`config.mk`:
```
export PLATFORM = sky130hd
export DESIGN_NAME = compare_skip_unit
export DESIGN_NICKNAME = d
export VERILOG_FILES = /design/src/hw/README_unused.sv /design/src/hw/compare_skip_pkg.sv /design/src/hw/operand_addr_if.sv /design/src/hw/operand_address.sv /design/src/hw/compare_skip_unit.sv
export VERILOG_INCLUDE_DIRS = /design/src /design/src/hw
export SDC_FILE = /design/constraint.sdc
export NUM_CORES = 1
export LEC_CHECK = 0
export ABC_AREA = 1
export BUFFER_PORTS_ARGS = -buffer_cell sky130_fd_sc_hd__buf_2
export CORE_MARGIN = 2
export CORE_UTILIZATION = 52
export DETAILED_ROUTE_END_ITERATION = 8
export GPL_TIMING_DRIVEN = 0
export HOLD_SLACK_MARGIN = 0.06
export PLACE_DENSITY = 0.8
export SETUP_SLACK_MARGIN = 0.1
export SLEW_MARGIN = 20
export SYNTH_ARGS = -nofsm -noshare
export SYNTH_HDL_FRONTEND = slang
export SYNTH_SLANG_ARGS = --single-unit
export TNS_END_PERCENT = 100
```
`constraint.sdc`:
```
create_clock -name i_mclk -period 1.9 [get_ports i_mclk]
set_clock_uncertainty 0.2 [all_clocks]
set_input_delay 0.095 -clock i_mclk [delete_from_list [all_inputs] [get_ports i_mclk]]
set_output_delay 0.095 -clock i_mclk [all_outputs]
set_load 0.005 [all_outputs]
```
`src/hw/compare_skip_map.svh`:
```
// named opcodes, field positions and constants of the compare and skip unit
`ifndef COMPARE_SKIP_MAP_SVH
`define COMPARE_SKIP_MAP_SVH

// instruction word field positions
`define CSU_OP7_HI 15
`define CSU_OP7_LO 9
`define CSU_OP6_LO 10
`define CSU_DEST_BIT 9
`define CSU_BANK_BIT 8
`define CSU_FILE_HI 7
`define CSU_FILE_LO 0

// opcode prefixes, upper seven or six bits
`define CSU_OP_SKIP_LESS 7'h30
`define CSU_OP_SKIP_EQUAL 7'h31
`define CSU_OP_SKIP_GREATER 7'h32
`define CSU_OP_COMPLEMENT 6'h07

// access bank split and page numbers
`define CSU_INDEX_LIMIT 8'h5f
`define CSU_ACCESS_LOW_PAGE 4'h0
`define CSU_ACCESS_HIGH_PAGE 4'hf

// no-operation cycle counts after a taken skip
`define CSU_NOP_ONE_WORD 2'h1
`define CSU_NOP_TWO_WORD 2'h2
`define CSU_NOP_NONE 2'h0
`define CSU_NOP_STEP 2'h1

// reset values
`define CSU_BYTE_ZERO 8'h00
`define CSU_ADDR_ZERO 12'h000

`endif

```
`src/hw/README_unused.sv`:
```
// intentionally empty file holding no design content
`timescale 1ns/1ps

```
`src/hw/compare_skip_pkg.sv`:
```
// types shared by the compare and skip unit
package compare_skip_pkg;

	// quarter phases of one instruction cycle, gray coded in order
	typedef enum logic [1:0] {
		PH_DECODE = 2'b00,
		PH_READ = 2'b01,
		PH_PROCESS = 2'b11,
		PH_WRITE = 2'b10
	} phase_t;

	typedef enum logic [2:0] {
		OP_NONE = 3'h0,
		OP_SKIP_EQUAL = 3'h1,
		OP_SKIP_GREATER = 3'h2,
		OP_SKIP_LESS = 3'h3,
		OP_COMPLEMENT = 3'h4
	} op_t;

	typedef struct packed {
		phase_t phase;
		op_t op;
		logic dest_working;
		logic [7:0] operand;
		logic [7:0] working;
		logic [7:0] result;
		logic [1:0] nop_left;
		logic nop_cycle;
		logic flush;
		logic [11:0] mem_addr;
		logic mem_rd;
		logic mem_wr;
		logic working_wr;
		logic flag_wr;
		logic flag_n;
		logic flag_z;
		logic indexed;
	} state_t;

endpackage

```
`src/hw/operand_addr_if.sv`:
```
// operand address request and answer between decoder and address former
`timescale 1ns/1ps
interface operand_addr_if;
	logic [7:0] file;
	logic access_sel;
	logic [3:0] bank;
	logic ext_on;
	logic [11:0] index_base;
	logic [11:0] addr;
	logic indexed;

	modport req (output file, output access_sel, output bank, output ext_on,
		output index_base, input addr, input indexed);
	modport former (input file, input access_sel, input bank, input ext_on,
		input index_base, output addr, output indexed);
endinterface

```
`src/hw/operand_address.sv`:
```
// forms the data memory address of a byte operand
`timescale 1ns/1ps
`include "compare_skip_map.svh"
module operand_address (
	operand_addr_if.former bus
);
	import compare_skip_pkg::*;

	logic low_half;

	// low file addresses may be indexed off the base pointer
	assign low_half = (bus.file <= `CSU_INDEX_LIMIT);

	// indexed literal offset wins over the access bank when enabled
	always_comb begin
		bus.indexed = 1'b0;
		if (bus.access_sel) begin
			bus.addr = {bus.bank, bus.file};
		end else if (bus.ext_on && low_half) begin
			bus.addr = bus.index_base + {4'h0, bus.file};
			bus.indexed = 1'b1;
		end else if (low_half) begin
			bus.addr = {`CSU_ACCESS_LOW_PAGE, bus.file};
		end else begin
			bus.addr = {`CSU_ACCESS_HIGH_PAGE, bus.file};
		end
	end
endmodule // operand_address

```
`src/hw/compare_skip_unit.sv`:
```
// execution of the compare-and-skip and complement byte instructions
`timescale 1ns/1ps
`include "compare_skip_map.svh"
// How it works
// - equal compare skips, flags untouched
// - equal opcode 0110 001, bank bit, file
// - greater opcode 0110 010 skips on greater
// - less opcode 0110 000 skips on less
// - taken skip flushes, adds one no-op cycle
// - two-word next instruction adds two no-ops
// - bank bit zero selects access bank
// - bank bit one uses bank select register
// - extended set, bank bit zero, low file: indexed offset
// - complement inverts, writes in Q4, sets N,Z
module compare_skip_unit (
	input wire logic i_mclk,
	input wire logic i_reset,
	input wire logic i_instr_valid,
	input wire logic [15:0] i_instr,
	input wire logic i_next_two_word,
	input wire logic [7:0] i_working_register,
	input wire logic [3:0] i_bank_select_register,
	input wire logic i_ext_enable,
	input wire logic [11:0] i_index_base,
	input wire logic [7:0] i_mem_rdata,
	output compare_skip_pkg::phase_t o_phase,
	output logic o_flush,
	output logic o_nop_cycle,
	output logic [11:0] o_mem_addr,
	output logic o_mem_rd,
	output logic o_mem_wr,
	output logic [7:0] o_mem_wdata,
	output logic o_working_wr,
	output logic [7:0] o_working_data,
	output logic o_flag_wr,
	output logic o_flag_n,
	output logic o_flag_z,
	output logic o_indexed
);
	import compare_skip_pkg::*;

	// registered state and the decode helpers around it
	state_t state;
	state_t next_state;
	op_t decoded_op;
	logic skip_taken;
	logic [1:0] nop_after;
	logic take_now;
	logic is_complement;
	logic op_active;
	logic last_nop;
	logic [7:0] complement_value;

	// address former sits behind its own interface so it stays reusable
	operand_addr_if addr_bus ();

	operand_address u_operand_address (
		.bus(addr_bus.former)
	);

	// the address is formed straight from the word on offer in Q1
	assign addr_bus.file = i_instr[`CSU_FILE_HI:`CSU_FILE_LO];
	assign addr_bus.access_sel = i_instr[`CSU_BANK_BIT];
	assign addr_bus.bank = i_bank_select_register;
	assign addr_bus.ext_on = i_ext_enable;
	assign addr_bus.index_base = i_index_base;

	// opcode decode; anything else belongs to the rest of the core
	always_comb begin
		decoded_op = OP_NONE;
		case (i_instr[`CSU_OP7_HI:`CSU_OP7_LO])
			`CSU_OP_SKIP_EQUAL: decoded_op = OP_SKIP_EQUAL;
			`CSU_OP_SKIP_GREATER: decoded_op = OP_SKIP_GREATER;
			`CSU_OP_SKIP_LESS: decoded_op = OP_SKIP_LESS;
			default: decoded_op = OP_NONE;
		endcase
		if (is_complement) begin
			decoded_op = OP_COMPLEMENT;
		end
	end

	// the six-bit complement prefix cannot overlap the compare prefixes
	assign is_complement = (i_instr[`CSU_OP7_HI:`CSU_OP6_LO] == `CSU_OP_COMPLEMENT);

	// an instruction is only accepted in Q1 of a cycle that is not a no-op
	assign take_now = (state.phase == PH_DECODE) && !state.nop_cycle && i_instr_valid;

	// operand and working register are only latched for our own ops
	assign op_active = (state.op != OP_NONE);

	// unsigned compare of the operand byte against the working register
	always_comb begin
		case (state.op)
			OP_SKIP_EQUAL: skip_taken = (state.operand == state.working);
			OP_SKIP_GREATER: skip_taken = (state.operand > state.working);
			OP_SKIP_LESS: skip_taken = (state.operand < state.working);
			default: skip_taken = 1'b0;
		endcase
	end

	// complement result and flags come from the latched operand
	assign complement_value = ~state.operand;

	// a two-word successor needs its second word discarded too
	always_comb begin
		if (i_next_two_word) begin
			nop_after = `CSU_NOP_TWO_WORD;
		end else begin
			nop_after = `CSU_NOP_ONE_WORD;
		end
	end

	// the last no-op cycle ends when one step is left
	assign last_nop = (state.nop_left == `CSU_NOP_STEP);

	// one step of the quarter phase sequencer
	always_comb begin
		next_state = state;
		next_state.flush = 1'b0;
		next_state.mem_wr = 1'b0;
		next_state.working_wr = 1'b0;
		next_state.flag_wr = 1'b0;
		case (state.phase)
			PH_DECODE: begin
				next_state.phase = PH_READ;
				// no-op cycles take nothing from the fetch stage
				if (take_now) begin
					next_state.op = decoded_op;
				end else begin
					next_state.op = OP_NONE;
				end
				// idle cycles keep the last address so it holds until overwritten
				if (next_state.op != OP_NONE) begin
					next_state.dest_working = i_instr[`CSU_DEST_BIT];
					next_state.mem_addr = addr_bus.addr;
					next_state.indexed = addr_bus.indexed;
				end
				next_state.mem_rd = (next_state.op != OP_NONE);
			end
			PH_READ: begin
				// Q2: read strobe ends as the byte is taken
				next_state.phase = PH_PROCESS;
				next_state.mem_rd = 1'b0;
				if (op_active) begin
					next_state.operand = i_mem_rdata;
					next_state.working = i_working_register;
				end
			end
			PH_PROCESS: begin
				// Q3: compares drive no write and no flag strobe
				next_state.phase = PH_WRITE;
				if (state.op == OP_COMPLEMENT) begin
					next_state.result = complement_value;
					next_state.mem_wr = !state.dest_working;
					next_state.working_wr = state.dest_working;
					next_state.flag_wr = 1'b1;
					next_state.flag_n = complement_value[7];
					next_state.flag_z = (complement_value == `CSU_BYTE_ZERO);
				end
				next_state.flush = skip_taken;
			end
			PH_WRITE: begin
				next_state.phase = PH_DECODE;
				next_state.op = OP_NONE;
				// a taken skip turns the following cycles into no-ops
				if (state.flush) begin
					next_state.nop_left = nop_after;
					next_state.nop_cycle = 1'b1;
				end else if (state.nop_cycle) begin
					next_state.nop_left = state.nop_left - `CSU_NOP_STEP;
					next_state.nop_cycle = !last_nop;
				end
			end
			default: begin
				next_state.phase = PH_DECODE;
			end
		endcase
	end

	// synchronous reset puts the sequencer at Q1 with nothing pending
	always_ff @(posedge i_mclk) begin
		if (i_reset) begin
			state.phase <= PH_DECODE;
			state.op <= OP_NONE;
			state.dest_working <= 1'b0;
			state.operand <= `CSU_BYTE_ZERO;
			state.working <= `CSU_BYTE_ZERO;
			state.result <= `CSU_BYTE_ZERO;
			state.nop_left <= `CSU_NOP_NONE;
			state.nop_cycle <= 1'b0;
			state.flush <= 1'b0;
			state.mem_addr <= `CSU_ADDR_ZERO;
			state.mem_rd <= 1'b0;
			state.mem_wr <= 1'b0;
			state.working_wr <= 1'b0;
			state.flag_wr <= 1'b0;
			state.flag_n <= 1'b0;
			state.flag_z <= 1'b0;
			state.indexed <= 1'b0;
		end else begin
			state <= next_state;
		end
	end

	// sequencer view: quarter phase, flush and no-op marker
	assign o_phase = state.phase;
	assign o_flush = state.flush;
	assign o_nop_cycle = state.nop_cycle;

	// data memory side; the address holds between operand reads
	assign o_mem_addr = state.mem_addr;
	assign o_mem_rd = state.mem_rd;
	assign o_mem_wr = state.mem_wr;
	assign o_mem_wdata = state.result;

	// working register side shares the complement result
	assign o_working_wr = state.working_wr;
	assign o_working_data = state.result;

	// status flags hold until the next flag write, the addressing mode until the next operand address
	assign o_flag_wr = state.flag_wr;
	assign o_flag_n = state.flag_n;
	assign o_flag_z = state.flag_z;
	assign o_indexed = state.indexed;
endmodule // compare_skip_unit

```
Yosys cells after proc, flatten, opt, wreduce, memory -nomap -nowiden
Cells that the tools add are included.

Reductions and logical operators: 19. Bitwise gates (word level): 3. Equality and inequality tests: 13. Order comparisons: 3. $add $sub $neg: 2. Mux-type cells: 17.

Operator list (count): $mux 12 (3); $eq 7x6->1 const B (3); $mux 3 (6); $add 12x8->12 (1); $eq 8x8->1 (1); $gt 8x8->1 (1); $le 8x7->1 const B (1); $logic_not 8->1 (1); $lt 8x8->1 (1); $not 8->8 (1); $pmux 2 s4 (1); $reduce_and 2->1 (4); $eq 3x2->1 const B (2); $eq 6x3->1 const B (1); $pmux 2 s3 (1); $pmux 3 s2 (1); $reduce_bool 2->1 (3); $reduce_bool 3->1 (2); $eq 2x1->1 const B (2); $eq 2x2->1 const B (2); $eq 3x1->1 const B (1); $eq 3x3->1 const B (1); $logic_and 1x1->1 (3); $logic_not 1->1 (3); 9 further kinds (11).

Input bits: 53. Logic and storage cells: 74. Register bits after elaboration: 53. Output and inout port bits: 39.

Longest topological paths before layout
Word-level depth: 7. Depth in mapped cells: 13. Mapped depth without buffers: 13.

By module
From an unflattened synthesis, not the netlist that was laid out.

Cells, all modules: 467. Area total of the unflattened synthesis: 3225.6 um^2.

By module, submodules not included: compare_skip_unit (cells an instance 329, seq. area each 1041.0 um^2, instances 1, area each 2459.9 um^2); operand_address (cells an instance 138, seq. area each 0.0 um^2, instances 1, area each 765.7 um^2).

Worst setup path after synthesis
OpenSTA, ideal clock, no wires.

Path type: input to register. Start point: input i_instr[0]. End point: register state (netlist bit o_mem_addr[8]). Stages on the path: 13. Data required time: 1571 ps. Setup time: 129 ps. Buffers on the path: 0. Setup slack: 276 ps. Arrival time: 1295 ps. Cells stage by stage: ha_1 > inv_1 > fa_1 > inv_1 > nand3_1 > nand3_1 > nand2_1 > nand2_1 > nand2_1 > nand2_1 > nor2_1 > nor2_1 > nor2_1.

Longest elaborated chain between the ends: 4. Elaborated cells between the ends (all ways): 6. Classes of those cells: add/sub (1); order compare (1); mux (3); reduce/logical (1).

Ends and longest elaborated chain: start, declared (RTL line compare_skip_unit.sv:19) `input wire logic [15:0] i_instr,`; $le 8x7->1 (no source line); $mux 12 or $logic_and 1x1->1 (tied branches) (RTL line operand_address.sv:22, operand_address.sv:19); $mux 12 * (RTL line operand_address.sv:19) `end else if (bus.ext_on && low_half) begin`; $mux 12 * (RTL line operand_address.sv:17) `if (bus.access_sel) begin`; end signal, assigned (RTL line compare_skip_unit.sv:201) `state <= next_state;`; end, declared (RTL line compare_skip_unit.sv:43) `state_t state;`.

Every way passes the cells marked *; elsewhere a longest branch is shown, timed or not. A chain may end at the register's enable or synchronous reset.

Final worst setup path
Start point: input i_instr[15]. End point: register state (netlist bit o_mem_addr[11]).

Longest elaborated chain between the ends: 7. Elaborated cells between the ends (all ways): 10. Classes of those cells: eq/ne (4); mux (4); reduce/logical (2).

Ends and longest elaborated chain: $eq 7x6->1 (RTL line compare_skip_unit.sv:71) `` case (i_instr[`CSU_OP7_HI:`CSU_OP7_LO]) ``; $pmux 2 s3 (RTL line compare_skip_unit.sv:71); $mux 3 * (RTL line compare_skip_unit.sv:77) `if (is_complement) begin`; $mux 3 * (RTL line compare_skip_unit.sv:127) `if (take_now) begin`; $mux 3 * (RTL line compare_skip_unit.sv:123) `case (state.phase)`; $reduce_bool 3->1 * (RTL line compare_skip_unit.sv:133) `if (next_state.op != OP_NONE) begin`; $reduce_and 2->1 (no source line) *.

Every way passes the cells marked *; elsewhere a longest branch is shown, timed or not. The select of a mux whose other input is x is not followed.

==> metrics <==
PD cells 491 nW/um^2; CP Launch Type input port; share of the synthesized area in the top cell type 32.6%; most area-consuming cells after synthesis dfxtp_1 (33%), nand2_1 (11%), buf_4 (7.1%), ha_1 (6.7%), inv_1 (6.5%); Die X-Extent 82.3 um; first-pass GRT wire length 13.5 mm; worst hold path type input port to flop; Die Ht 82.3 um; Final min period 1.79 ns; FF/Latch Area 1040 um^2; remaining antenna violation count after routing 0; CTS Buffer Depth 2; CTS Buf Count 5; H-tree Lvls 2; Core Rows 28; Synth cell types 37; IO buf count 89; Mapped Area 3190 um^2; slowest stage delay, CP 0.57 ns; area post-placement 3730 um^2; RePlAce Congestion 0.899; Critical Path Slowest Stage Cell dlygate4sd3_1; crit-path max FO 4; full die area 6780 um^2; final cell count without fillers 671; # IOs 92; most instantiated cells after synthesis nand2_1 (93), inv_1 (55), dfxtp_1 (52); initial antenna violation count 0; Synth-to-Final Area Change 35.1%; Worst slew margin 63.2%; final setup fails 0; clk sinks 52; worst path arrival time 1.82 ns; Yosys warnings 0; Post-synth EDFFs 0; status completed; Static Leak 0.00222 uW; share of flip-flops with an asynchronous set or reset 0%; worst path bufs/invs 4; fin nets 667; clock slew at reported path FFs 0.09 ns; Final period util 94.4%; crit-path cells dlygate4sd3_1, buf_2, inv_1, nand3_4, nor2_4, nand3_1, nand3_4, nand2_2, inv_2, nand2_1, a21oi_1; max-slew violations 0; Total GRT Usage 25.8%; flops & latches, synth 52; most frequent CP cell nand3_4; CTS tree built; fill count 469; GR Overflow Total 0; Pre-Repair DR Iteration Count 6; routed len/inst 13.1 um; RSZ-0062 raised after global routing true; top-count cell post-synth nand2_1; syn_area_per_cell 6.98 um^2; worst path required time 1.92 ns; peak supply drop 0.448 mV; Core ar. 5920 um^2; starting density of the core 53.9%; synthesized net count 528; CP Capture Type flop; Final TNS setup 0 ns; sequential-to-total area share from yosys stat 32.6%; f_max 0.557 GHz; largest net degree at the start of global routing 15; Fin. Hold Viols 0; Clock Tree Root clkbuf_8; Remaining DRCs 0; Final Instance Area 4310 um^2; placed insts 621; vias in the first global route 3147; area of the multi-input gates 1720 um^2; Mapped Cells 457; DR vias 3469; Synth Flop Type dfxtp_1; diode count 0; CP top delay family buffers and inverters; starting DRC count in detailed routing 188; maxcap violations 0; DP HPWL 6.11 mm; Synth area leader dfxtp_1; layout cells sized above 1 28.0%; routed wire length 8.79 mm; worst slew pin tran 0.552 ns; critical path type input port to flop; vias per std cell 5.17; Clock Latency Late Sink 0.30 ns
==> metal layers <==
layer / up-vias / wire, um / track usage (%)
met5: - / 0 / 0
met1: 1579 / 3560 / 28.2
met3: 28 / 434 / 4.35
met4: 0 / 307 / 11.0
li1: 1740 / - / -
met2: 122 / 4490 / 48.7
==> path summary, 6_finish.rpt <==
path	startpoint	end	slack, ns	cells past startpoint
setup / recovery	i_instr[15]	o_mem_addr[11]$_SDFFE_PP0P_	0.11	11
setup reg to reg	o_phase[1]$_SDFF_PP0_	o_mem_addr[0]$_SDFFE_PP0P_	0.19	8
hold reg to reg	o_mem_rd$_SDFFE_PP0P_	o_mem_rd$_SDFFE_PP0P_	0.27	2
hold / removal	i_index_base[0]	o_mem_addr[0]$_SDFFE_PP0P_	0.08	5
==> cell type report <==
type / instances / share of cell area (%)
clock buffers: 6 / 1.68
flip-flops and latches: 52 / 24.2
inverters: 57 / 4.97
well taps: 75 / 2.18
multi-input cells: 307 / 39.9
repair buffers: 132 / 20.1
clock inverters: 1 / 0.116
plain buffers: 41 / 6.85
==> worst register-to-register path, stage by stage, from the launching register on <==
cell and delay [ns]:
dfxtp_1 0.38, nor2_2 0.16, inv_2 0.08, nor2_8 0.15, nand3_4 0.15, nand3_4 0.17
buf_8 0.14, nand3_1 0.08, o211a_1 0.11
==> cell families (layout without fill, tap and decap cells) <==
family,Yosys count,in the layout,synth area share [%]
flops,52,52,32.6
xor+xnor,3,3,0.824
simple gates,192,192,27.8
buf+inv,98,237,15.7
fa+ha+maj,18,18,7.30
compound gates,94,94,15.8
==> registers in the layout (all words and copies together), names as in the netlist, 2 cells and up <==
name         cells
state           22
o_mem_addr      12
o_phase          2
o_mem_wdata      8
==> repair_timing <==
item / in CTS / in global routing
setup endpoints to repair: 0 / 43
hold endpoints to repair: 35 / 0
hold buffers: 39 / 0
setup buffers: 0 / 4
resized for setup: 0 / 31
==> power by group <==
part | switching (uW) | internal [uW] | total (uW)
logic | 219 | 189 | 407
registers | 8.80 | 1100 | 1100
clock network | 353 | 252 | 604
==> placed cells by master (no fill, tap or decap), types with 5 or more instances in the layout <==
| cell | n |
|---|---|
| nand2_1 | 93 |
| buf_2 | 89 |
| inv_1 | 54 |
| dfxtp_1 | 51 |
| a21oi_1 | 40 |
| dlygate4sd3_1 | 39 |
| o21ai_0 | 38 |
| nor2_1 | 37 |
| buf_4 | 35 |
| nand3_1 | 22 |
| ha_1 | 17 |
| nor3_1 | 7 |
| o21ai_1 | 6 |
| clkbuf_2 | 5 |
| nand4_1 | 5 |
| clkbuf_8 | 5 |
==> through the flow <==
| step | power [uW] | utilization (%) | hold slack [ns] | setup WS [ns] |
|---|---|---|---|---|
| after global placement | 1440 | 63.0 | 0.168 | -0.0179 |
| final | 2120 | 72.8 | 0.0757 | 0.106 |
| after global routing | 2220 | 72.8 | 0.0993 | 0.0338 |
| after detailed placement | 1450 | 63.0 | 0.178 | -0.0287 |
| after CTS | 2090 | 70.9 | 0.0631 | 0.132 |
| after floorplan | 1330 | - | 0.0617 | 0.276 |
(Power assumes the default switching activity.)
